**src/verilog/two_wire_pkg.sv**
```systemverilog
// Constants, register map, status codes and sequencer states of the two-wire master receiver
// Overview of operation
// - Control write with flag, start and enable set starts a START once the bus is free.
// - After a START goes out, the flag is set and status shows 0x08.
// - Address direction bit selects master receive (read) or master transmit (write).
// - After the read address and its acknowledge, the flag is set with 0x38, 0x40 or 0x48.
// - Writing one to the flag clears it and lets the bus operation continue.
// - Each received byte is in the data register when the flag is set.
// - Control write with flag, stop and enable set generates a STOP.
// - Start request while holding the bus gives a repeated START and status 0x10.
// - In 0x08 or 0x10 a loaded address is sent; a write address enters transmit mode.
// - In 0x38 the bus is released; with start set a START follows when bus is free.
// - In 0x40 or 0x50 the next byte is received and acked per ack enable.
// - In 0x48 start and stop choose repeated START, STOP or STOP then START.
// - In 0x58 start and stop choose repeated START, STOP or STOP then START.
// - The device clears the stop request bit itself once the STOP is generated.
package two_wire_pkg;

  // Timing
  localparam int CLK_PERIOD_NS = 50;
  localparam int SCL_PERIOD_NS = 10000;
  localparam int QUARTER_CYC = (SCL_PERIOD_NS + 4 * CLK_PERIOD_NS - 1) / (4 * CLK_PERIOD_NS);
  localparam int TMR_W = 16;

  // Register byte addresses
  localparam int ADDR_W = 12;
  localparam logic [ADDR_W-1:0] OFS_CONTROL = 12'h000;
  localparam logic [ADDR_W-1:0] OFS_STATUS = 12'h004;
  localparam logic [ADDR_W-1:0] OFS_DATA = 12'h008;
  localparam logic [ADDR_W-1:0] OFS_IRQ_STATUS = 12'h00C;
  localparam logic [ADDR_W-1:0] OFS_IRQ_MASK = 12'h010;

  // Control register bit positions
  localparam int CTL_FLAG = 7;
  localparam int CTL_ACK = 6;
  localparam int CTL_STA = 5;
  localparam int CTL_STO = 4;
  localparam int CTL_WC = 3;
  localparam int CTL_EN = 2;
  localparam int CTL_IE = 0;

  // Interrupt status bits
  localparam int IRQ_W = 2;
  localparam int IRQ_STEP = 0;
  localparam int IRQ_LOST = 1;

  // Reset values
  localparam logic [7:0] DATA_RESET = 8'h00;
  localparam logic [IRQ_W-1:0] IRQ_RESET = 2'h0;

  // Status codes, prescaler bits already zero
  localparam logic [7:0] ST_START_SENT = 8'h08;
  localparam logic [7:0] ST_RSTART_SENT = 8'h10;
  localparam logic [7:0] ST_WADDR_ACK = 8'h18;
  localparam logic [7:0] ST_WADDR_NACK = 8'h20;
  localparam logic [7:0] ST_ARB_LOST = 8'h38;
  localparam logic [7:0] ST_RADDR_ACK = 8'h40;
  localparam logic [7:0] ST_RADDR_NACK = 8'h48;
  localparam logic [7:0] ST_BYTE_ACK = 8'h50;
  localparam logic [7:0] ST_BYTE_NACK = 8'h58;
  localparam logic [7:0] ST_NO_INFO = 8'hF8;
  localparam logic [7:0] STATUS_CODE_MASK = 8'hF8;

  // Quarter phases of one bit slot
  localparam logic [1:0] PH_SETUP = 2'h0;
  localparam logic [1:0] PH_RISE = 2'h1;
  localparam logic [1:0] PH_HIGH = 2'h2;
  localparam logic [1:0] PH_FALL = 2'h3;
  localparam logic [2:0] BIT_LAST = 3'h7;

  // Sequencer states, Gray coded in declaration order
  typedef enum logic [2:0] {
    SEQ_IDLE  = 3'b000,
    SEQ_START = 3'b001,
    SEQ_ADDR  = 3'b011,
    SEQ_AACK  = 3'b010,
    SEQ_HOLD  = 3'b110,
    SEQ_RX    = 3'b111,
    SEQ_ACK   = 3'b101,
    SEQ_STOP  = 3'b100
  } seq_state_e;

endpackage

```
**src/verilog/line_sync.sv**
```systemverilog
// Two-flop synchroniser for the serial bus line inputs
`timescale 1ns/1ps
module line_sync #(
  parameter int width = 2
) (
  input wire logic clk,
  input wire logic rst_n,
  input wire logic [width-1:0] din,
  output logic [width-1:0] dout
);

  logic [width-1:0] meta;

  // Idle bus lines are high, so both stages reset to one
  always_ff @(posedge clk or negedge rst_n) begin
    if (!rst_n) begin
      meta <= '1;
      dout <= '1;
    end else begin
      meta <= din;
      dout <= meta;
    end
  end

endmodule

```
**src/verilog/two_wire_master_receiver.sv**
```systemverilog
// Two-wire bus master receiver with APB register file and interrupt
//
// The APB register port and the address map are this design's own decisions.
`timescale 1ns/1ps
module two_wire_master_receiver
  import two_wire_pkg::*;
#(
  parameter int quarter_cycles = QUARTER_CYC
) (
  input wire logic pclk,
  input wire logic presetn,
  input wire logic [ADDR_W-1:0] paddr,
  input wire logic psel,
  input wire logic penable,
  input wire logic pwrite,
  input wire logic [31:0] pwdata,
  output logic [31:0] prdata,
  output logic pready,
  output logic pslverr,
  output logic irq,
  input wire logic scl_in,
  output logic scl_out,
  output logic scl_oe,
  input wire logic sda_in,
  output logic sda_out,
  output logic sda_oe
);

  localparam logic [TMR_W-1:0] TMR_LAST = TMR_W'(quarter_cycles - 1);

  logic [1:0] lines_s;
  logic scl_s;
  logic sda_s;
  logic scl_d;
  logic sda_d;
  logic busy;
  logic next_busy;

  seq_state_e st, next_st;
  logic [1:0] phase, next_phase;
  logic [TMR_W-1:0] tmr, next_tmr;
  logic [2:0] bitcnt, next_bitcnt;
  logic [7:0] shreg, next_shreg;
  logic next_scl_oe, next_sda_oe;
  logic own_bus, next_own_bus;
  logic rx_mode, next_rx_mode;
  logic ack_bit, next_ack_bit;
  logic flag, next_flag;
  logic ack_en, next_ack_en;
  logic sta, next_sta;
  logic sto, next_sto;
  logic wc, next_wc;
  logic en, next_en;
  logic ie, next_ie;
  logic [7:0] status, next_status;
  logic [7:0] data, next_data;
  logic [IRQ_W-1:0] irq_sts, next_irq_sts;
  logic [IRQ_W-1:0] irq_mask, next_irq_mask;
  logic [31:0] next_prdata;
  logic next_pready, next_pslverr, next_irq;

  logic q_end;
  logic set_flag;
  logic lost;
  logic wr_hit;
  logic rd_phase;
  logic [31:0] rd_word;
  logic mapped;

  // Both line inputs cross into the pclk domain before any logic looks at them
  line_sync #(
    .width(2)
  ) u_sync (
    .clk(pclk),
    .rst_n(presetn),
    .din({scl_in, sda_in}),
    .dout(lines_s)
  );

  assign scl_s = lines_s[1];
  assign sda_s = lines_s[0];

  // Bus free detector: START while clock high makes it busy, STOP frees it
  always_comb begin
    next_busy = busy;
    if (scl_s && scl_d && sda_d && !sda_s) begin
      next_busy = 1'b1;
    end
    if (scl_s && scl_d && !sda_d && sda_s) begin
      next_busy = 1'b0;
    end
  end

  always_ff @(posedge pclk or negedge presetn) begin
    if (!presetn) begin
      scl_d <= 1'b1;
      sda_d <= 1'b1;
      busy <= 1'b0;
    end else begin
      scl_d <= scl_s;
      sda_d <= sda_s;
      busy <= next_busy;
    end
  end

  // APB access phase qualifiers; one wait state before pready
  assign rd_phase = psel && penable && !pready;
  assign wr_hit = psel && penable && pready && pwrite;

  // Read multiplexer; unmapped addresses read zero and raise pslverr
  always_comb begin
    rd_word = 32'h0000_0000;
    mapped = 1'b1;
    case (paddr)
      OFS_CONTROL: rd_word = {24'h00_0000, flag, ack_en, sta, sto, wc, en, 1'b0, ie};
      OFS_STATUS: rd_word = {24'h00_0000, status & STATUS_CODE_MASK};
      OFS_DATA: rd_word = {24'h00_0000, data};
      OFS_IRQ_STATUS: rd_word = {30'h0000_0000, irq_sts};
      OFS_IRQ_MASK: rd_word = {30'h0000_0000, irq_mask};
      default: mapped = 1'b0;
    endcase
  end

  // Sequencer, line drivers and register file next values
  always_comb begin
    next_st = st;
    next_phase = phase;
    next_tmr = tmr;
    next_bitcnt = bitcnt;
    next_shreg = shreg;
    next_scl_oe = scl_oe;
    next_sda_oe = sda_oe;
    next_own_bus = own_bus;
    next_rx_mode = rx_mode;
    next_ack_bit = ack_bit;
    next_flag = flag;
    next_ack_en = ack_en;
    next_sta = sta;
    next_sto = sto;
    next_wc = wc;
    next_en = en;
    next_ie = ie;
    next_status = status;
    next_data = data;
    next_irq_sts = irq_sts;
    next_irq_mask = irq_mask;
    set_flag = 1'b0;
    lost = 1'b0;
    q_end = 1'b0;

    // Quarter timer; a slave stretching the clock freezes the rise quarter
    if (st == SEQ_IDLE || st == SEQ_HOLD) begin
      next_tmr = '0;
    end else if (phase == PH_RISE && !scl_s) begin
      next_tmr = '0;
    end else if (tmr == TMR_LAST) begin
      next_tmr = '0;
      q_end = 1'b1;
    end else begin
      next_tmr = tmr + 16'h0001;
    end

    unique case (st)
      SEQ_IDLE: begin
        if (en && sta && !flag && !busy) begin
          next_st = SEQ_START;
          next_phase = PH_SETUP;
          next_sda_oe = 1'b0;
          next_scl_oe = 1'b0;
        end
      end
      SEQ_HOLD: begin
        // Nothing moves until software writes one to the flag
        if (!flag) begin
          next_phase = PH_SETUP;
          if (status == ST_ARB_LOST) begin
            next_st = SEQ_IDLE;
            next_status = ST_NO_INFO;
            next_scl_oe = 1'b0;
            next_sda_oe = 1'b0;
          end else if (sto) begin
            next_st = SEQ_STOP;
            next_sda_oe = 1'b1;
          end else if (sta) begin
            next_st = SEQ_START;
            next_sda_oe = 1'b0;
          end else if (status == ST_START_SENT || status == ST_RSTART_SENT) begin
            next_st = SEQ_ADDR;
            next_shreg = data;
            next_bitcnt = '0;
            next_rx_mode = data[0];
            next_sda_oe = !data[7];
          end else if (rx_mode && (status == ST_RADDR_ACK || status == ST_BYTE_ACK)) begin
            next_st = SEQ_RX;
            next_bitcnt = '0;
            next_sda_oe = 1'b0;
          end
        end
      end
      SEQ_START, SEQ_ADDR, SEQ_AACK, SEQ_RX, SEQ_ACK, SEQ_STOP: begin
        if (q_end) begin
          next_phase = phase + 2'h1;
          unique case (phase)
            PH_SETUP: next_scl_oe = 1'b0;
            PH_RISE: begin
              // Sample point, in the middle of the clock high time
              if (st == SEQ_START) begin
                next_sda_oe = 1'b1;
              end else if (st == SEQ_STOP) begin
                next_sda_oe = 1'b0;
              end else if (st == SEQ_AACK) begin
                next_ack_bit = !sda_s;
              end else if (st == SEQ_ADDR || st == SEQ_RX) begin
                next_shreg = {shreg[6:0], sda_s};
              end
              // A released data line pulled low by another master loses arbitration
              if (!sda_oe && !sda_s && (st == SEQ_ADDR || (st == SEQ_ACK && !ack_bit))) begin
                lost = 1'b1;
              end
            end
            PH_HIGH: begin
              if (st != SEQ_STOP) begin
                next_scl_oe = 1'b1;
              end
            end
            PH_FALL: begin
              unique case (st)
                SEQ_START: begin
                  next_status = own_bus ? ST_RSTART_SENT : ST_START_SENT;
                  next_own_bus = 1'b1;
                  next_st = SEQ_HOLD;
                  set_flag = 1'b1;
                end
                SEQ_ADDR, SEQ_RX: begin
                  if (bitcnt == BIT_LAST) begin
                    next_bitcnt = '0;
                    if (st == SEQ_ADDR) begin
                      next_st = SEQ_AACK;
                      next_sda_oe = 1'b0;
                    end else begin
                      next_st = SEQ_ACK;
                      next_ack_bit = ack_en;
                      next_sda_oe = ack_en;
                    end
                  end else begin
                    next_bitcnt = bitcnt + 3'h1;
                    next_sda_oe = (st == SEQ_ADDR) ? !shreg[7] : 1'b0;
                  end
                end
                SEQ_AACK: begin
                  if (rx_mode) begin
                    next_status = ack_bit ? ST_RADDR_ACK : ST_RADDR_NACK;
                  end else begin
                    next_status = ack_bit ? ST_WADDR_ACK : ST_WADDR_NACK;
                  end
                  next_st = SEQ_HOLD;
                  next_sda_oe = 1'b0;
                  set_flag = 1'b1;
                end
                SEQ_ACK: begin
                  next_data = shreg;
                  next_status = ack_bit ? ST_BYTE_ACK : ST_BYTE_NACK;
                  next_st = SEQ_HOLD;
                  next_sda_oe = 1'b0;
                  set_flag = 1'b1;
                end
                SEQ_STOP: begin
                  next_sto = 1'b0;
                  next_own_bus = 1'b0;
                  next_status = ST_NO_INFO;
                  next_st = SEQ_IDLE;
                  next_scl_oe = 1'b0;
                  next_sda_oe = 1'b0;
                end
                default: next_st = SEQ_IDLE;
              endcase
            end
          endcase
        end
      end
    endcase

    // Lost arbitration lets go of both lines, so the clock is not held here
    if (lost) begin
      next_st = SEQ_HOLD;
      next_phase = PH_SETUP;
      next_scl_oe = 1'b0;
      next_sda_oe = 1'b0;
      next_own_bus = 1'b0;
      next_status = ST_ARB_LOST;
      set_flag = 1'b1;
    end

    // Control writes; a stop request written now overrides the self clear
    if (wr_hit && paddr == OFS_CONTROL) begin
      if (pwdata[CTL_FLAG]) begin
        next_flag = 1'b0;
      end
      next_ack_en = pwdata[CTL_ACK];
      next_sta = pwdata[CTL_STA];
      next_sto = pwdata[CTL_STO];
      next_en = pwdata[CTL_EN];
      next_ie = pwdata[CTL_IE];
    end
    // Data is only accepted while the flag is set, else a collision is flagged
    if (wr_hit && paddr == OFS_DATA) begin
      if (flag) begin
        next_data = pwdata[7:0];
        next_wc = 1'b0;
      end else begin
        next_wc = 1'b1;
      end
    end
    if (wr_hit && paddr == OFS_IRQ_STATUS) begin
      next_irq_sts = irq_sts & ~pwdata[IRQ_W-1:0];
    end
    if (wr_hit && paddr == OFS_IRQ_MASK) begin
      next_irq_mask = pwdata[IRQ_W-1:0];
    end

    // Hardware set wins over a clear in the same cycle
    if (set_flag) begin
      next_flag = 1'b1;
      next_irq_sts[IRQ_STEP] = 1'b1;
    end
    if (lost) begin
      next_irq_sts[IRQ_LOST] = 1'b1;
    end

    // A disabled interface drops the bus and forgets the transfer
    if (!en) begin
      next_st = SEQ_IDLE;
      next_phase = PH_SETUP;
      next_scl_oe = 1'b0;
      next_sda_oe = 1'b0;
      next_own_bus = 1'b0;
      next_status = ST_NO_INFO;
    end
  end

  // APB answer and interrupt line, all from flops
  always_comb begin
    next_pready = rd_phase;
    next_prdata = prdata;
    next_pslverr = 1'b0;
    if (rd_phase) begin
      next_prdata = rd_word;
      next_pslverr = !mapped;
    end
    next_irq = ie && (|(irq_sts & irq_mask));
  end

  always_ff @(posedge pclk or negedge presetn) begin
    if (!presetn) begin
      st <= SEQ_IDLE;
      phase <= PH_SETUP;
      tmr <= '0;
      bitcnt <= '0;
      shreg <= DATA_RESET;
      scl_oe <= 1'b0;
      sda_oe <= 1'b0;
      scl_out <= 1'b0;
      sda_out <= 1'b0;
      own_bus <= 1'b0;
      rx_mode <= 1'b0;
      ack_bit <= 1'b0;
      flag <= 1'b0;
      ack_en <= 1'b0;
      sta <= 1'b0;
      sto <= 1'b0;
      wc <= 1'b0;
      en <= 1'b0;
      ie <= 1'b0;
      status <= ST_NO_INFO;
      data <= DATA_RESET;
      irq_sts <= IRQ_RESET;
      irq_mask <= IRQ_RESET;
      prdata <= 32'h0000_0000;
      pready <= 1'b0;
      pslverr <= 1'b0;
      irq <= 1'b0;
    end else begin
      st <= next_st;
      phase <= next_phase;
      tmr <= next_tmr;
      bitcnt <= next_bitcnt;
      shreg <= next_shreg;
      scl_oe <= next_scl_oe;
      sda_oe <= next_sda_oe;
      scl_out <= 1'b0; // Open drain: only ever pulls low
      sda_out <= 1'b0;
      own_bus <= next_own_bus;
      rx_mode <= next_rx_mode;
      ack_bit <= next_ack_bit;
      flag <= next_flag;
      ack_en <= next_ack_en;
      sta <= next_sta;
      sto <= next_sto;
      wc <= next_wc;
      en <= next_en;
      ie <= next_ie;
      status <= next_status;
      data <= next_data;
      irq_sts <= next_irq_sts;
      irq_mask <= next_irq_mask;
      prdata <= next_prdata;
      pready <= next_pready;
      pslverr <= next_pslverr;
      irq <= next_irq;
    end
  end

endmodule

```
**config.mk**
```make
export PLATFORM = sky130hd
export DESIGN_NAME = two_wire_master_receiver
export DESIGN_NICKNAME = d
export VERILOG_FILES = /design/src/verilog/two_wire_pkg.sv /design/src/verilog/line_sync.sv /design/src/verilog/two_wire_master_receiver.sv
export SDC_FILE = /design/constraint.sdc
export NUM_CORES = 1
export LEC_CHECK = 0
export BUFFER_PORTS_ARGS = -buffer_cell sky130_fd_sc_hd__buf_2
export CORE_AREA = 2 2 100 102
export CTS_BUF_LIST = sky130_fd_sc_hd__clkbuf_8 sky130_fd_sc_hd__clkbuf_16
export CTS_CLUSTER_SIZE = 20
export DETAILED_ROUTE_END_ITERATION = 7
export DIE_AREA = 0 0 102 104
export PLACE_DENSITY = 0.76
export SLEW_MARGIN = 15
export SYNTH_ARGS = -nofsm -noshare
export SYNTH_HDL_FRONTEND = slang
export SYNTH_HIERARCHICAL = 1
export SYNTH_SLANG_ARGS = --single-unit
```
**constraint.sdc**
```tcl
create_clock -name pclk -period 2.6 [get_ports pclk]
set_clock_uncertainty 0.15 [all_clocks]
set_input_delay 0.52 -clock pclk [delete_from_list [all_inputs] [get_ports pclk]]
set_output_delay 0.52 -clock pclk [all_outputs]
set_load 0.01 [all_outputs]
```
# --- After elaboration in Yosys (flattened, before gate mapping) ---
# Cells that the tools add are included.
word_totals:
  word_cells: 305
  reg_bits: 106
  input_bits: 51
  out_inout_bits: 39
op_classes:
  n_mux: 133
  eq_ne: 61
  n_addsub: 3
  n_reduce_logical: 70
  n_bitwise: 7
op_table:
  columns: ["operator", "count"]
  rows:
  - ["8-bit 2-to-1 mux", 23]
  - ["3-bit 2-to-1 mux", 23]
  - ["1-bit 2-to-1 mux", 58]
  - ["16-bit 2-to-1 mux", 3]
  - ["8-bit case mux with 5 select lines", 1]
  - ["8-bit case mux with 2 select lines", 2]
  - ["8-bit case mux with 4 select lines", 1]
  - ["2-bit inequality test (second input constant)", 15]
  - ["12-bit by 4-bit == test with 1-bit output (second input constant)", 2]
  - ["1-bit logical AND", 22]
  - ["2-bit nonzero test", 11]
  - ["5-bit inequality test (second input constant)", 4]
  - ["6-bit AND reduction", 3]
  - ["9-bit AND reduction", 2]
  - ["16-bit by 1-bit adder with 16-bit output (second input constant)", 1]
  - ["16-bit by 6-bit == test with 1-bit output (second input constant)", 1]
  - ["8-bit by 7-bit == test with 1-bit output (second input constant)", 2]
  - ["3-bit == test (second input constant)", 5]
  - ["7-bit AND reduction", 2]
  - ["12-bit by 3-bit == test with 1-bit output (second input constant)", 1]
  - ["12-bit by 5-bit == test with 1-bit output (second input constant)", 1]
  - ["12-bit logical NOT", 1]
  - ["2-bit 2-to-1 mux", 6]
  - ["3-bit by 1-bit inequality test with 1-bit output (second input constant)", 4]
  - ["43 further kinds", 80]

# --- Depth between registers and ports, before layout ---
# Gate-level depths: netlist of run 1.
logic_depth:
  word_depth: 12
  ltp_mapped: 9
  depth_no_buf: 8

# --- Hierarchy ---
# The synthesis of run 1 kept the hierarchy.
modules_own_cells:
  columns: ["mod", "cells_per_inst", "area_each_um2", "seq_area_each_um2", "instances"]
  rows:
  - ["two_wire_master_receiver", 504, 4595.7, 1885.6, 1]
  - ["line_sync", 4, 105.1, 105.1, 1]

# --- Worst setup path before layout of run 1 ---
# Ideal clock, no wire load.
synth_timing:
  kind: "input to register"
  startpoint: "in paddr[7]"
  endpoint: "reg data[5]"
  slack_ns: 0.146
  path_stages: 8
  n_path_buf: 2
  arrival_ns: 2.182
  setup_time_ns: 0.122
  required_ns: 2.328
  path_cell_list: "nor4_1 nand3_1 or3_4 or4_1 buf_2 buf_6 nor2_2 a21oi_2"
synth_via:
  elab_chain_len: 3
synth_lines:
  columns: ["item", "line_no", "rtl"]
  rows:
  - ["from (decl)", "two_wire_master_receiver.sv:12", "input wire logic [ADDR_W-1:0] paddr,"]
  - ["12-bit by 4-bit == test with 1-bit output", "two_wire_master_receiver.sv:306", "if (wr_hit && paddr == OFS_DATA) begin"]
  - ["1-bit logical AND", "two_wire_master_receiver.sv:306", null]
  - ["8-bit 2-to-1 mux", "two_wire_master_receiver.sv:306", null]
  - ["via next_data[5]", "two_wire_master_receiver.sv:56", "logic [7:0] data, next_data;"]
  - ["to (signal assigned)", "two_wire_master_receiver.sv:403", "data <= next_data;"]
  - ["to (decl)", "two_wire_master_receiver.sv:56", null]
# The timed path passes the listed nets, and every way through them passes these cells.
# A chain may end at the register's enable or synchronous reset.

# --- Worst setup path after layout of run 1 ---
layout_timing:
  startpoint: "reg phase[1]"
  endpoint: "reg status[4]"
layout_via:
  elab_chain_len: 8
  word_cells_on_any_way: 17
  classes_between: "eq/ne: 8; mux: 7; reduce/logical: 2"
layout_lines:
  columns: ["item", "line_no", "rtl"]
  rows:
  - ["from (decl)", "two_wire_master_receiver.sv:40", "logic [1:0] phase, next_phase;"]
  - ["from (signal assigned)", "two_wire_master_receiver.sv:384", "phase <= next_phase;"]
  - ["2-bit by 1-bit == test with 1-bit output", "two_wire_master_receiver.sv:154, two_wire_master_receiver.sv:203", null]
  - ["1-bit logical AND", "two_wire_master_receiver.sv:154", "end else if (phase == PH_RISE && !scl_s) begin"]
  - ["1-bit 2-to-1 mux", "two_wire_master_receiver.sv:154", null]
  - ["1-bit 2-to-1 mux", "two_wire_master_receiver.sv:152", "if (st == SEQ_IDLE || st == SEQ_HOLD) begin"]
  - ["1-bit 2-to-1 mux", "two_wire_master_receiver.sv:201", "if (q_end) begin"]
  - ["1-bit 2-to-1 mux", "two_wire_master_receiver.sv:163", "unique case (st)"]
  - ["7-bit inequality test (no source line), or another cell as far along", null, null]
  - ["6-bit AND reduction (no source line) / 8-bit 2-to-1 mux (equally long branches)", null, null]
  - ["to (signal assigned)", "two_wire_master_receiver.sv:402", "status <= next_status;"]
  - ["to (decl)", "two_wire_master_receiver.sv:55", "logic [7:0] status, next_status;"]
# Parallel ways exist; a longest one is shown, timed or not.

==> implementation parameters, run 1 <==
Parameter                              Value

Synthesis
  Most area-consuming cells after synthesis ... sky130_fd_sc_hd__dfrtp_1, sky130_fd_sc_hd__dfstp_2, sky130_fd_sc_hd__nand2_1
  Sequential cell area fraction in the yosys report ... 42.35%
  Gate count of the mapped netlist ... 508
  Flops & latches, synth ... 79
  Post-Synthesis Mean Instance Area ... 9.253 sq um
  Area share of the leading cell type in the synthesized netlist ... 36.20%
  Most frequently used flop master after synthesis ... sky130_fd_sc_hd__dfrtp_1
  Number of distinct library cells after synthesis ... between 70 and 80
  Most numerous cell types in the synthesized netlist ... sky130_fd_sc_hd__dfrtp_1, sky130_fd_sc_hd__nand2_1, sky130_fd_sc_hd__nor2_1, sky130_fd_sc_hd__buf_4, sky130_fd_sc_hd__o21ai_0
  Leading area contributor after synthesis ... sky130_fd_sc_hd__dfrtp_1
  Ys Warns ... 6
  Most repeated cell in the gate-level netlist after synthesis ... sky130_fd_sc_hd__dfrtp_1
  Cell area after technology mapping ... ~4700 sq um
  FFs w/ async S/R, synth ... 100.0%
  Number of enable-type register cells in the synthesized netlist ... 0

Die
  Die Outline Area ... around 11000 sq um
  Starting density of the core ... roughly half
  Core ar. ... 9549 sq um
  Chip height ... 104 um
  Number of rows in the core area ... 36
  Chip Width ... approximately 100 um
  Top-level I/O count ... 90

Timing
  Final worst path period need ... 2.440 ns
  Final count of negative-setup-slack endpoints ... 0
  Final Cycle Share ... 93.86%
  Fmax ... 0.4098 GHz
  Max-slew headroom ... 60.63%
  Worst Max-Slew Pin Slew ... 0.5889 ns
  Setup repair after global routing missed its margin ... no
  Final Hold Fails ... 0
  Number of max-slew violations in the final report ... 0
  Tightest hold margin ... 0.1065 ns
  Final total negative setup slack ... 0 ns

CTS
  Clock latency on the worst-skew pair ... between 0.3 and 0.4 ns
  Max Root-Sink Buffers ... 2
  H-tree lvl count ... 3
  Root Buffer Master ... sky130_fd_sc_hd__clkbuf_8
  CTS tree ... done
  Clock input transition at the sequential cells of the worst setup and hold paths ... about 0.080 ns
  Inserted Clock Buffers ... 9
  Clock Sink Count ... 79

Setup path
  Cell with the biggest individual delay on the critical path ... sky130_fd_sc_hd__dfrtp_1
  Kind of cell adding the most delay to the critical path ... compound AO/OA/AOI/OAI gates
  Kind of launch point of the worst setup path ... register
  Type of the setup path with the least slack ... reg -> reg
  Endpoint kind of the worst setup timing path ... register
  Data required, critical path ... roughly 2.7 ns
  Cell Chain, Critical Path ... inv_1, ha_1, o2111ai_1, a32oi_1, o31ai_2, o21bai_2, mux2_1
  CP Max Fanout ... 7
  Largest stage delay, worst path ... 0.42 ns
  Buffers & Inverters on Critical Path ... 1
  Worst path arrival time ... 2.58 ns

Run status
  Status ... complete, no violations

Place
  Input/output buffers ... 39
  Gp weighted congestion ... slightly below 0.9
  HPWL reported at the end of detailed placement ... roughly 8000 um
  Placed instance count ... approximately 680

Routing
  Routed len/inst ... 15.70 um
  Total number of vias ... approximately 3800
  Routed Wire Length ... 11020 um
  Number of detailed-route iterations in the first pass ... 5
  1st-iter DRT viols ... roughly 220
  Vias per cell ... 5.444
  Remaining routing DRC violations ... 0
  Number of routed nets with antenna violations ... 0

Global routing
  Pin count of the biggest net entering global routing ... 44
  Total routing resource utilization after global routing ... 21.73%
  Vias in the first global route ... 3678
  Total overflow reported by the global router ... 0
  First-pass GRT wire length ... ~18000 um
  Number of antenna violations at the first check in global routing ... 0

Final layout
  Ant. Diodes ... 0
  Post-layout util ... 55.65%
  Layout Cells excl Fill ... 702
  Syn-to-layout area delta ... 13.04%
  Final nets ... 625
  Proportion of layout cells with a drive suffix above 1 ... 21.97%

Power
  Reported leakage power ... 2.450 nW
  Tot Pwr ... about 2.2 mW
  Pwr Density ... approximately 420 nW/um^2
  VDD IR max ... 0.0003126 V

Worst hold path
  Class of the worst hold path ... in -> reg

Run
  Maximum capacitance violations ... 0
## cells in the final DEF (no fill, tap or decap), types with 14 or more instances in the layout
cell and n:
sky130_fd_sc_hd__a21oi_1 21, sky130_fd_sc_hd__buf_2 38, sky130_fd_sc_hd__buf_4 26, sky130_fd_sc_hd__conb_1 26, sky130_fd_sc_hd__dfrtp_1 68, sky130_fd_sc_hd__inv_1 23
sky130_fd_sc_hd__mux2i_1 20, sky130_fd_sc_hd__nand2_1 62, sky130_fd_sc_hd__nand3_1 14, sky130_fd_sc_hd__nor2_1 49, sky130_fd_sc_hd__o21ai_0 26
## final timing paths
check	slack (ns)	startpoint	endpoint	cells past startpoint
max	0.16	phase[1]	status[4]	7
min	0.11	scl_in	u_sync/meta[1]	1
max reg2reg	0.16	phase[1]	status[4]	7
min reg2reg	0.21	u_sync/meta[1]	u_sync/dout[1]	0
max in group asynchronous	1.15	presetn	status[4]	3
min in group asynchronous	0.51	presetn	tmr[1]	2
## registers in the layout (all words and copies together) (netlist names), 2 cells and up
register,count
status,5
data,8
phase,2
irq_mask,2
bitcnt,3
st,3
tmr,16
u_sync/meta,2
prdata,8
irq_sts,2
shreg,8
u_sync/dout,2
## report_power, final
| part | leakage, nW | switching (mW) | total (mW) | internal [mW] |
|---|---|---|---|---|
| sequential | 0.996 | 0.00705 | 1.25 | 1.24 |
| combinational | 1.36 | 0.0749 | 0.108 | 0.0327 |
| clock | 0.0978 | 0.452 | 0.888 | 0.436 |
| total | 2.45 | 0.534 | 2.24 | 1.71 |
## logic make-up (layout without fill, tap and decap cells)
| group | count (synthesis) | after routing | share of synthesized area [%] |
|---|---|---|---|
| multiplexers | 36 | 36 | 8.091 |
| flip-flops | 79 | 79 | 42.35 |
| AND/OR/NAND/NOR | 195 | 195 | 21.05 |
| other | 1 | 26 | 0.07977 |
| adder cells (fa/ha/maj) | 10 | 10 | 2.662 |
| buffers and inverters | 70 | 106 | 8.038 |
| AO/OA/AOI/OAI | 104 | 104 | 15.30 |
| XOR/XNOR | 13 | 13 | 2.422 |
## per-layer routing
| metal | GRT usage (%) | part of all wire [%] | routed length (um) |
|---|---|---|---|
| met1 | 30.99 | 47 | 5180 |
| met2 | 32.80 | 47 | 5169 |
| met3 | 2.823 | 4.1 | 447 |
| met4 | 9.810 | 2.0 | 225 |
| met5 | 0 | 0 | 0 |
## cell type report
class | count | area (sq um)
Clock buffer | 9 | 123.9
Sequential cell | 79 | 1991
Timing Repair Buffer | 68 | 455.4
Clock inverter | 7 | 66.31
Fill cell | 880 | 4235
Inverter | 22 | 82.58
Tap cell | 133 | 166.4
Multi-Input combinational cell | 384 | 2429
## metrics by stage
stage,worst slack [ns],area (sq um)
6_report,0.1595,5314
3_3_place_gp,0.08088,5104
5_1_grt,0.06421,5314
3_5_place_dp,0.04854,5104
4_1_cts,0.06866,5304
2_1_floorplan,0.1458,4795
## timing repair
item                                    CTS  global route
buffers inserted                          0             1
hold buffers                              1             0
endpoints found under the setup margin    0             7
resized for setup                         0             1
endpoints found under the hold margin    29             0
Note: power is estimated with default switching activity, not from simulation.
==> run 2: changes to the inputs <==
--- a/config.mk
+++ b/config.mk
@@ -6,12 +6,12 @@
 export NUM_CORES = 1
 export LEC_CHECK = 0
 export BUFFER_PORTS_ARGS = -buffer_cell sky130_fd_sc_hd__buf_2
-export CORE_AREA = 2 2 100 102
+export CORE_AREA = 2 2 141 74
 export CTS_BUF_LIST = sky130_fd_sc_hd__clkbuf_8 sky130_fd_sc_hd__clkbuf_16
 export CTS_CLUSTER_SIZE = 20
 export DETAILED_ROUTE_END_ITERATION = 7
-export DIE_AREA = 0 0 102 104
-export PLACE_DENSITY = 0.76
+export DIE_AREA = 0 0 143 76
+export PLACE_DENSITY = 0.75
 export SLEW_MARGIN = 15
 export SYNTH_ARGS = -nofsm -noshare
 export SYNTH_HDL_FRONTEND = slang
==> run 2 against run 1 <==
  * Worst hold slack got worse by 0.096 ns
  * Sequential power is essentially flat
  * Clock-buffer cell count stayed put
  * Design area grew 2.0%
  * Wire length is 16% higher
  * Sequential share of layout area decreased by 0.72 points
  * Clock power up 32%
  * Total power is 13% higher
  * Non-clock buffer count is 3 higher
  * Global-route usage rose by 2.4 points
  * Utilization decreased by 0.32 points
  * Final cell count up 1.4%
==> implementation parameters, run 2 (synthesized netlist as in run 1, its figures left out) <==
Parameter                              Value

Routing
  1st-iter DRT viols ... 421 (was 223)
  Remaining routing DRC violations ... 0 (unchanged)
  Routed len/inst ... 17.88 um (was 15.70 um)
  Routed Wire Length ... 12730 um (was 11020 um)
  Vias per cell ... 5.647 (was 5.444)
  Number of detailed-route iterations in the first pass ... 5 (unchanged)
  Total number of vias ... 4021 (was 3822)
  Number of routed nets with antenna violations ... 0 (unchanged)

Timing
  Final Cycle Share ... 96.68% (was 93.86%)
  Max-slew headroom ... 55.04% (was 60.63%)
  Final count of negative-setup-slack endpoints ... 0 (unchanged)
  Final worst path period need ... 2.514 ns (was 2.440 ns)
  Final total negative setup slack ... 0 ns (unchanged)
  Worst Max-Slew Pin Slew ... 0.6693 ns (was 0.5889 ns)
  Fmax ... 0.3978 GHz (was 0.4098 GHz)
  Final Hold Fails ... 0 (unchanged)
  Setup repair after global routing missed its margin ... no (unchanged)
  Number of max-slew violations in the final report ... 0 (unchanged)

Final layout
  Post-layout util ... 55.33% (was 55.65%)
  Post-route standard cell area excluding fillers ... 5418 sq um (was 5314 sq um)
  Largest register by flop count ... tmr (unchanged)
  Area of combinational cells with multiple inputs ... 2445 sq um (was 2429 sq um)
  Most common cell after layout, fill and taps aside ... sky130_fd_sc_hd__dfrtp_1 (unchanged)
  Ant. Diodes ... 0 (unchanged)
  Register area ... 1991 sq um (unchanged)
  Syn-to-layout area delta ... 15.25% (was 13.04%)
  Number of fill cells in the layout ... 872 (was 880)
  Leading cell types in the layout, fill and taps excluded ... sky130_fd_sc_hd__dfrtp_1, sky130_fd_sc_hd__nand2_1, sky130_fd_sc_hd__nor2_1 (unchanged)
  Largest register FFs ... 16 (unchanged)
  Layout Cells excl Fill ... 712 (was 702)
  Final nets ... 628 (was 625)
  Proportion of layout cells with a drive suffix above 1 ... 23.25% (was 21.97%)

Setup path
  Endpoint kind of the worst setup timing path ... register (unchanged)
  Data required, critical path ... 2.71 ns (was 2.74 ns)
  Type of the setup path with the least slack ... reg -> reg (unchanged)
  Kind of launch point of the worst setup path ... register (unchanged)
  Reg2Reg Launch Point ... st[2] (was phase[1])
  Worst path arrival time ... 2.63 ns (was 2.58 ns)
  End of the worst register-to-register path ... status[7] (was status[4])
  FF-to-FF setup slack ... 0.09 ns (was 0.16 ns)
  Cell with the biggest individual delay on the critical path ... sky130_fd_sc_hd__dfrtp_1 (unchanged)
  CP Max Fanout ... 6 (was 7)
  Number of cells traversed by the worst register-to-register path ... 6 (was 7)
  Largest stage delay, worst path ... 0.42 ns (about the same)
  Cell Chain, Critical Path ... nor2b_2, o2111ai_1, a32oi_1, o31ai_2, o21bai_2, mux2_1 (was inv_1, ha_1, o2111ai_1, a32oi_1, o31ai_2, o21bai_2, mux2_1)

Die
  Core ar. ... 9792 sq um (was 9549 sq um)
  Chip height ... 76 um (was 104 um)
  Starting density of the core ... 48.01% (was 49.23%)
  Number of rows in the core area ... 26 (was 36)
  Top-level I/O count ... 90 (unchanged)
  Die Outline Area ... 10870 sq um (was 10610 sq um)
  Chip Width ... 143 um (was 102 um)

Place
  Gp weighted congestion ... 0.9718 (was 0.8768)
  HPWL reported at the end of detailed placement ... 9681 um (was 8133 um)
  Placed standard-cell area ... 5117 sq um (was 5104 sq um)
  Input/output buffers ... 39 (unchanged)
  Placed instance count ... 695 (was 684)

Run status
  Status ... complete, no violations (unchanged)

Global routing
  Pin count of the biggest net entering global routing ... 41 (was 44)
  Total overflow reported by the global router ... 0 (unchanged)
  Number of antenna violations at the first check in global routing ... 0 (unchanged)
  First-pass GRT wire length ... 19890 um (was 18250 um)
  Total routing resource utilization after global routing ... 24.16% (was 21.73%)
  Vias in the first global route ... 3770 (was 3678)

Run
  Maximum capacitance violations ... 0 (unchanged)

Power
  Pwr Density ... 467.7 nW/um^2 (was 422.4 nW/um^2)
  Reported leakage power ... 2.506 nW (was 2.450 nW)
  VDD IR max ... 0.0003083 V (was 0.0003126 V)

CTS
  Clock latency on the worst-skew pair ... 0.35 ns (was 0.37 ns)
  Clock Sink Count ... 79 (unchanged)
  H-tree lvl count ... 3 (unchanged)
  Max Root-Sink Buffers ... 2 (unchanged)
  Root Buffer Master ... sky130_fd_sc_hd__clkbuf_16 (was sky130_fd_sc_hd__clkbuf_8)
  Clock input transition at the sequential cells of the worst setup and hold paths ... 0.06 ns (was 0.08 ns)
  CTS tree ... done (unchanged)
  Inserted Clock Buffers ... 9 (unchanged)

Worst hold path
  Class of the worst hold path ... in -> async (was in -> reg)
==> run 2: cell types whose count changed in the layout (fill, tap and decap cells not counted), sizes merged <==
cell         delta
buf             +4
clkinv          +3
bufinv          -1
clkinvlp        -1
dlygate4sd3     -1
inv             -1
==> run 2: report_power, final <==
part	internal, mW	switching, mW	total, mW	leakage (nW)
clock network	0.647	0.525	1.17	0.136
registers	1.24	0.00712	1.25	0.996
logic	0.0318	0.0794	0.111	1.37
==> run 2: through the flow <==
stage	power [mW]	hold slack, ns	worst slack [ns]
2_1_floorplan	1.345	0.07441	0.1458
3_3_place_gp	1.379	0.1955	0.03018
3_5_place_dp	1.382	0.1972	-0.02567
4_1_cts	2.550	0.03054	0.03238
5_1_grt	2.629	0.04739	0.03448
6_report	2.534	0.01045	0.08638
==> run 2: worst max-delay path, delay by kind of cell (launching register included) <==
kind / cells / cell delay [ns]
AOI/OAI and AO/OA: 4 / 1.13
muxes: 1 / 0.35
DFF: 1 / 0.42
and+or+nand+nor: 1 / 0.38
==> run 2: repair_timing <==
action                                  in CTS  in global routing
hold buffers                                 0                  0
endpoints found under the setup margin       3                  5
pin swaps                                    0                  1
buffers inserted                             0                  1
cloned                                       0                  0
resized for setup                            1                  4
==> run 2: cell type report <==
cell class,count,area share [%]
well taps,140,3.233
repair buffers,71,8.314
multi-input cells,384,45.13
inverters,22,1.524
flip-flops and latches,79,36.74
clock buffers,9,4.157
clock inverters,7,0.9007
==> run 2: metal layers <==
layer | vias up | wire length [um] | track usage (%)
met5 | - | 0 | 0
met4 | 0 | 148 | 7.228
met3 | 17 | 1327 | 8.862
met2 | 178 | 5086 | 30.72
met1 | 1965 | 6171 | 37.56
li1 | 1861 | - | -
==> run 2: worst max path at each step <==
stage | startpoint | end | slack [ns] | depth (start not counted)
floorplan | paddr[7] | data[5] | 0.15 | 8
global placement | st[2] | status[4] | 0.03 | 6
detailed placement | paddr[7] | data[4] | -0.03 | 8
CTS | phase[1] | status[3] | 0.03 | 9
global route | phase[1] | status[7] | 0.03 | 7
finish | st[2] | status[7] | 0.09 | 6
==> run 3: changes to the inputs <==
--- a/config.mk
+++ b/config.mk
@@ -5,9 +5,10 @@
 export SDC_FILE = /design/constraint.sdc
 export NUM_CORES = 1
 export LEC_CHECK = 0
+export ABC_CLOCK_PERIOD_IN_PS = 2600
 export BUFFER_PORTS_ARGS = -buffer_cell sky130_fd_sc_hd__buf_2
 export CORE_AREA = 2 2 141 74
-export CTS_BUF_LIST = sky130_fd_sc_hd__clkbuf_8 sky130_fd_sc_hd__clkbuf_16
+export CTS_BUF_LIST = sky130_fd_sc_hd__clkbuf_2 sky130_fd_sc_hd__clkbuf_4 sky130_fd_sc_hd__clkbuf_8
 export CTS_CLUSTER_SIZE = 20
 export DETAILED_ROUTE_END_ITERATION = 7
 export DIE_AREA = 0 0 143 76
==> run 3 against run 2 <==
  * Via count rose by 0.77%
  * Sequential cell count did not move
  * Setup slack got worse by 0.074 ns
  * Final cell count rose by 0.28%
  * Die area did not move
  * Combinational power barely moved
  * Non-clock buffer count rose by 2
==> implementation parameters, run 3 (synthesized netlist as in run 1, its figures left out) <==
Parameter                              Value

Final layout
  Leading cell types in the layout, fill and taps excluded ... sky130_fd_sc_hd__dfrtp_1, sky130_fd_sc_hd__nand2_1, sky130_fd_sc_hd__nor2_1 (unchanged)
  Final nets ... 630 (was 628)
  Register area ... 1991 sq um (unchanged)
  Largest register FFs ... 16 (unchanged)
  Most common cell after layout, fill and taps aside ... sky130_fd_sc_hd__dfrtp_1 (unchanged)
  Area of combinational cells with multiple inputs ... 2435 sq um (was 2445 sq um)
  Largest register by flop count ... tmr (unchanged)
  Ant. Diodes ... 0 (unchanged)
  Proportion of layout cells with a drive suffix above 1 ... 23.00% (was 23.25%)
  Post-route standard cell area excluding fillers ... 5324 sq um (was 5418 sq um)
  Syn-to-layout area delta ... 13.26% (was 15.25%)
  Number of fill cells in the layout ... 889 (was 872)

Global routing
  Vias in the first global route ... 3719 (was 3770)
  First-pass GRT wire length ... 19700 um (was 19890 um)
  Pin count of the biggest net entering global routing ... 41 (unchanged)
  Total routing resource utilization after global routing ... 23.77% (was 24.16%)
  Number of antenna violations at the first check in global routing ... 0 (unchanged)
  Total overflow reported by the global router ... 0 (unchanged)

Run
  Maximum capacitance violations ... 0 (unchanged)

CTS
  CTS tree ... done (unchanged)
  H-tree lvl count ... 3 (unchanged)
  Clock input transition at the sequential cells of the worst setup and hold paths ... 0.08 ns (was 0.06 ns)
  Clock Sink Count ... 79 (unchanged)
  Clock latency on the worst-skew pair ... 0.37 ns (was 0.35 ns)
  Root Buffer Master ... sky130_fd_sc_hd__clkbuf_8 (was sky130_fd_sc_hd__clkbuf_16)
  Inserted Clock Buffers ... 9 (unchanged)
  Max Root-Sink Buffers ... 2 (unchanged)

Routing
  Number of detailed-route iterations in the first pass ... 5 (unchanged)
  Routed len/inst ... 17.78 um (was 17.88 um)
  1st-iter DRT viols ... 429 (was 421)
  Routed Wire Length ... 12700 um (was 12730 um)
  Number of routed nets with antenna violations ... 0 (unchanged)
  Vias per cell ... 5.675 (was 5.647)
  Remaining routing DRC violations ... 0 (unchanged)
  Total number of vias ... 4052 (was 4021)

Die
  Core ar. ... 9792 sq um (unchanged)
  Top-level I/O count ... 90 (unchanged)
  Chip height ... 76 um (unchanged)
  Die Outline Area ... 10870 sq um (unchanged)
  Number of rows in the core area ... 26 (unchanged)
  Chip Width ... 143 um (unchanged)
  Starting density of the core ... 48.01% (unchanged)

Timing
  Final count of negative-setup-slack endpoints ... 0 (unchanged)
  Worst Max-Slew Pin Slew ... 0.6858 ns (was 0.6693 ns)
  Final setup margin ... 0.01234 ns (was 0.08638 ns)
  Final Hold Fails ... 0 (unchanged)
  Tightest hold margin ... 0.09340 ns (was 0.01045 ns)
  Final Cycle Share ... 99.53% (was 96.68%)
  Max-slew headroom ... 53.93% (was 55.04%)
  Final total negative setup slack ... 0 ns (unchanged)
  Setup repair after global routing missed its margin ... yes (was no)
  Number of max-slew violations in the final report ... 0 (unchanged)
  Fmax ... 0.3865 GHz (was 0.3978 GHz)
  Final worst path period need ... 2.588 ns (was 2.514 ns)

Worst hold path
  Class of the worst hold path ... in -> reg (was in -> async)
  Worst hold start ... scl_in

Power
  VDD IR max ... 0.0002289 V (was 0.0003083 V)
  Reported leakage power ... 2.467 nW (was 2.506 nW)
  Tot Pwr ... 2.195 mW (was 2.534 mW)
  Pwr Density ... 412.3 nW/um^2 (was 467.7 nW/um^2)

Place
  Placed standard-cell area ... 5117 sq um (unchanged)
  Input/output buffers ... 39 (unchanged)
  HPWL reported at the end of detailed placement ... 9681 um (unchanged)
  Gp weighted congestion ... 0.9718 (unchanged)
  Post-Place Worst Slack ... -0.02567 ns (unchanged)

Setup path
  Worst Setup SP ... st[1] (was st[2])
  Kind of launch point of the worst setup path ... register (unchanged)
  Type of the setup path with the least slack ... reg -> reg (unchanged)
  Endpoint kind of the worst setup timing path ... register (unchanged)
  Data required, critical path ... 2.73 ns (was 2.71 ns)
  Worst path arrival time ... 2.72 ns (was 2.63 ns)
  Reg2Reg Launch Point ... st[1] (was st[2])
  CP Max Fanout ... 20 (was 6)

Run status
  Status ... complete, no violations (unchanged)
==> run 3: where the power goes <==
| group | leakage, nW | switching [mW] | internal [mW] |
|---|---|---|---|
| Sequential | 0.996 | 0.00722 | 1.24 |
| Clock | 0.0894 | 0.487 | 0.348 |
| Combinational | 1.38 | 0.0792 | 0.0328 |
| Total | 2.47 | 0.573 | 1.62 |
==> run 3: what timing repair did <==
| item | in CTS | in global routing |
|---|---|---|
| gates resized for setup | 1 | 2 |
| setup buffers | 0 | 2 |
| hold buffers | 1 | 0 |
| pin swaps | 0 | 1 |
| endpoints found under the setup margin | 3 | 7 |
| endpoints found under the hold margin | 3 | 0 |
==> run 3: worst max-delay path: stages (launching register included) <==
cell                        delay (ns)
sky130_fd_sc_hd__dfrtp_1          0.35
sky130_fd_sc_hd__buf_4            0.24
sky130_fd_sc_hd__nor2b_1          0.16
sky130_fd_sc_hd__o31ai_4          0.44
sky130_fd_sc_hd__o31ai_2          0.15
sky130_fd_sc_hd__buf_4            0.18
sky130_fd_sc_hd__a2111oi_1        0.54
sky130_fd_sc_hd__buf_4            0.22
sky130_fd_sc_hd__mux2i_1          0.06
==> run 3: cell type report <==
cell class | instances | share of cell area, %
multi-input combinational | 384 | 45.73
timing repair buffer | 73 | 8.790
tap | 140 | 3.290
sequential | 79 | 37.39
inverter | 22 | 1.551
clock inverter | 7 | 0.9166
clock buffer | 9 | 2.327
==> run 3: stage by stage <==
stage / util, % / instances
6_report: 54.37 / 714
5_1_grt: 54.37 / 714
4_1_cts: 54.15 / 712
3_5_place_dp: 52.26 / 695
3_3_place_gp: 52.26 / 695
2_1_floorplan: - / 533
==> run 3: metal layers <==
metal  wire, um  vias to the layer above  GRT usage, %
met5          0                        -             0
met4        107                        0         4.653
met3       1447                       16         9.302
met2       5042                      198         30.33
met1       6100                     1971         37.49
li1           -                     1867             -
==> run 3: worst paths after layout <==
check                                       to  cells past startpoint  slack [ns]
worst max-delay path                 status[3]                      8        0.01
worst min-delay path            u_sync/meta[1]                      1        0.09
worst max register to register       status[3]                      8        0.01
worst min register to register  u_sync/dout[1]                      0        0.21
max in group asynchronous       u_sync/dout[0]                      3        1.13
min in group asynchronous             phase[1]                      2        0.52
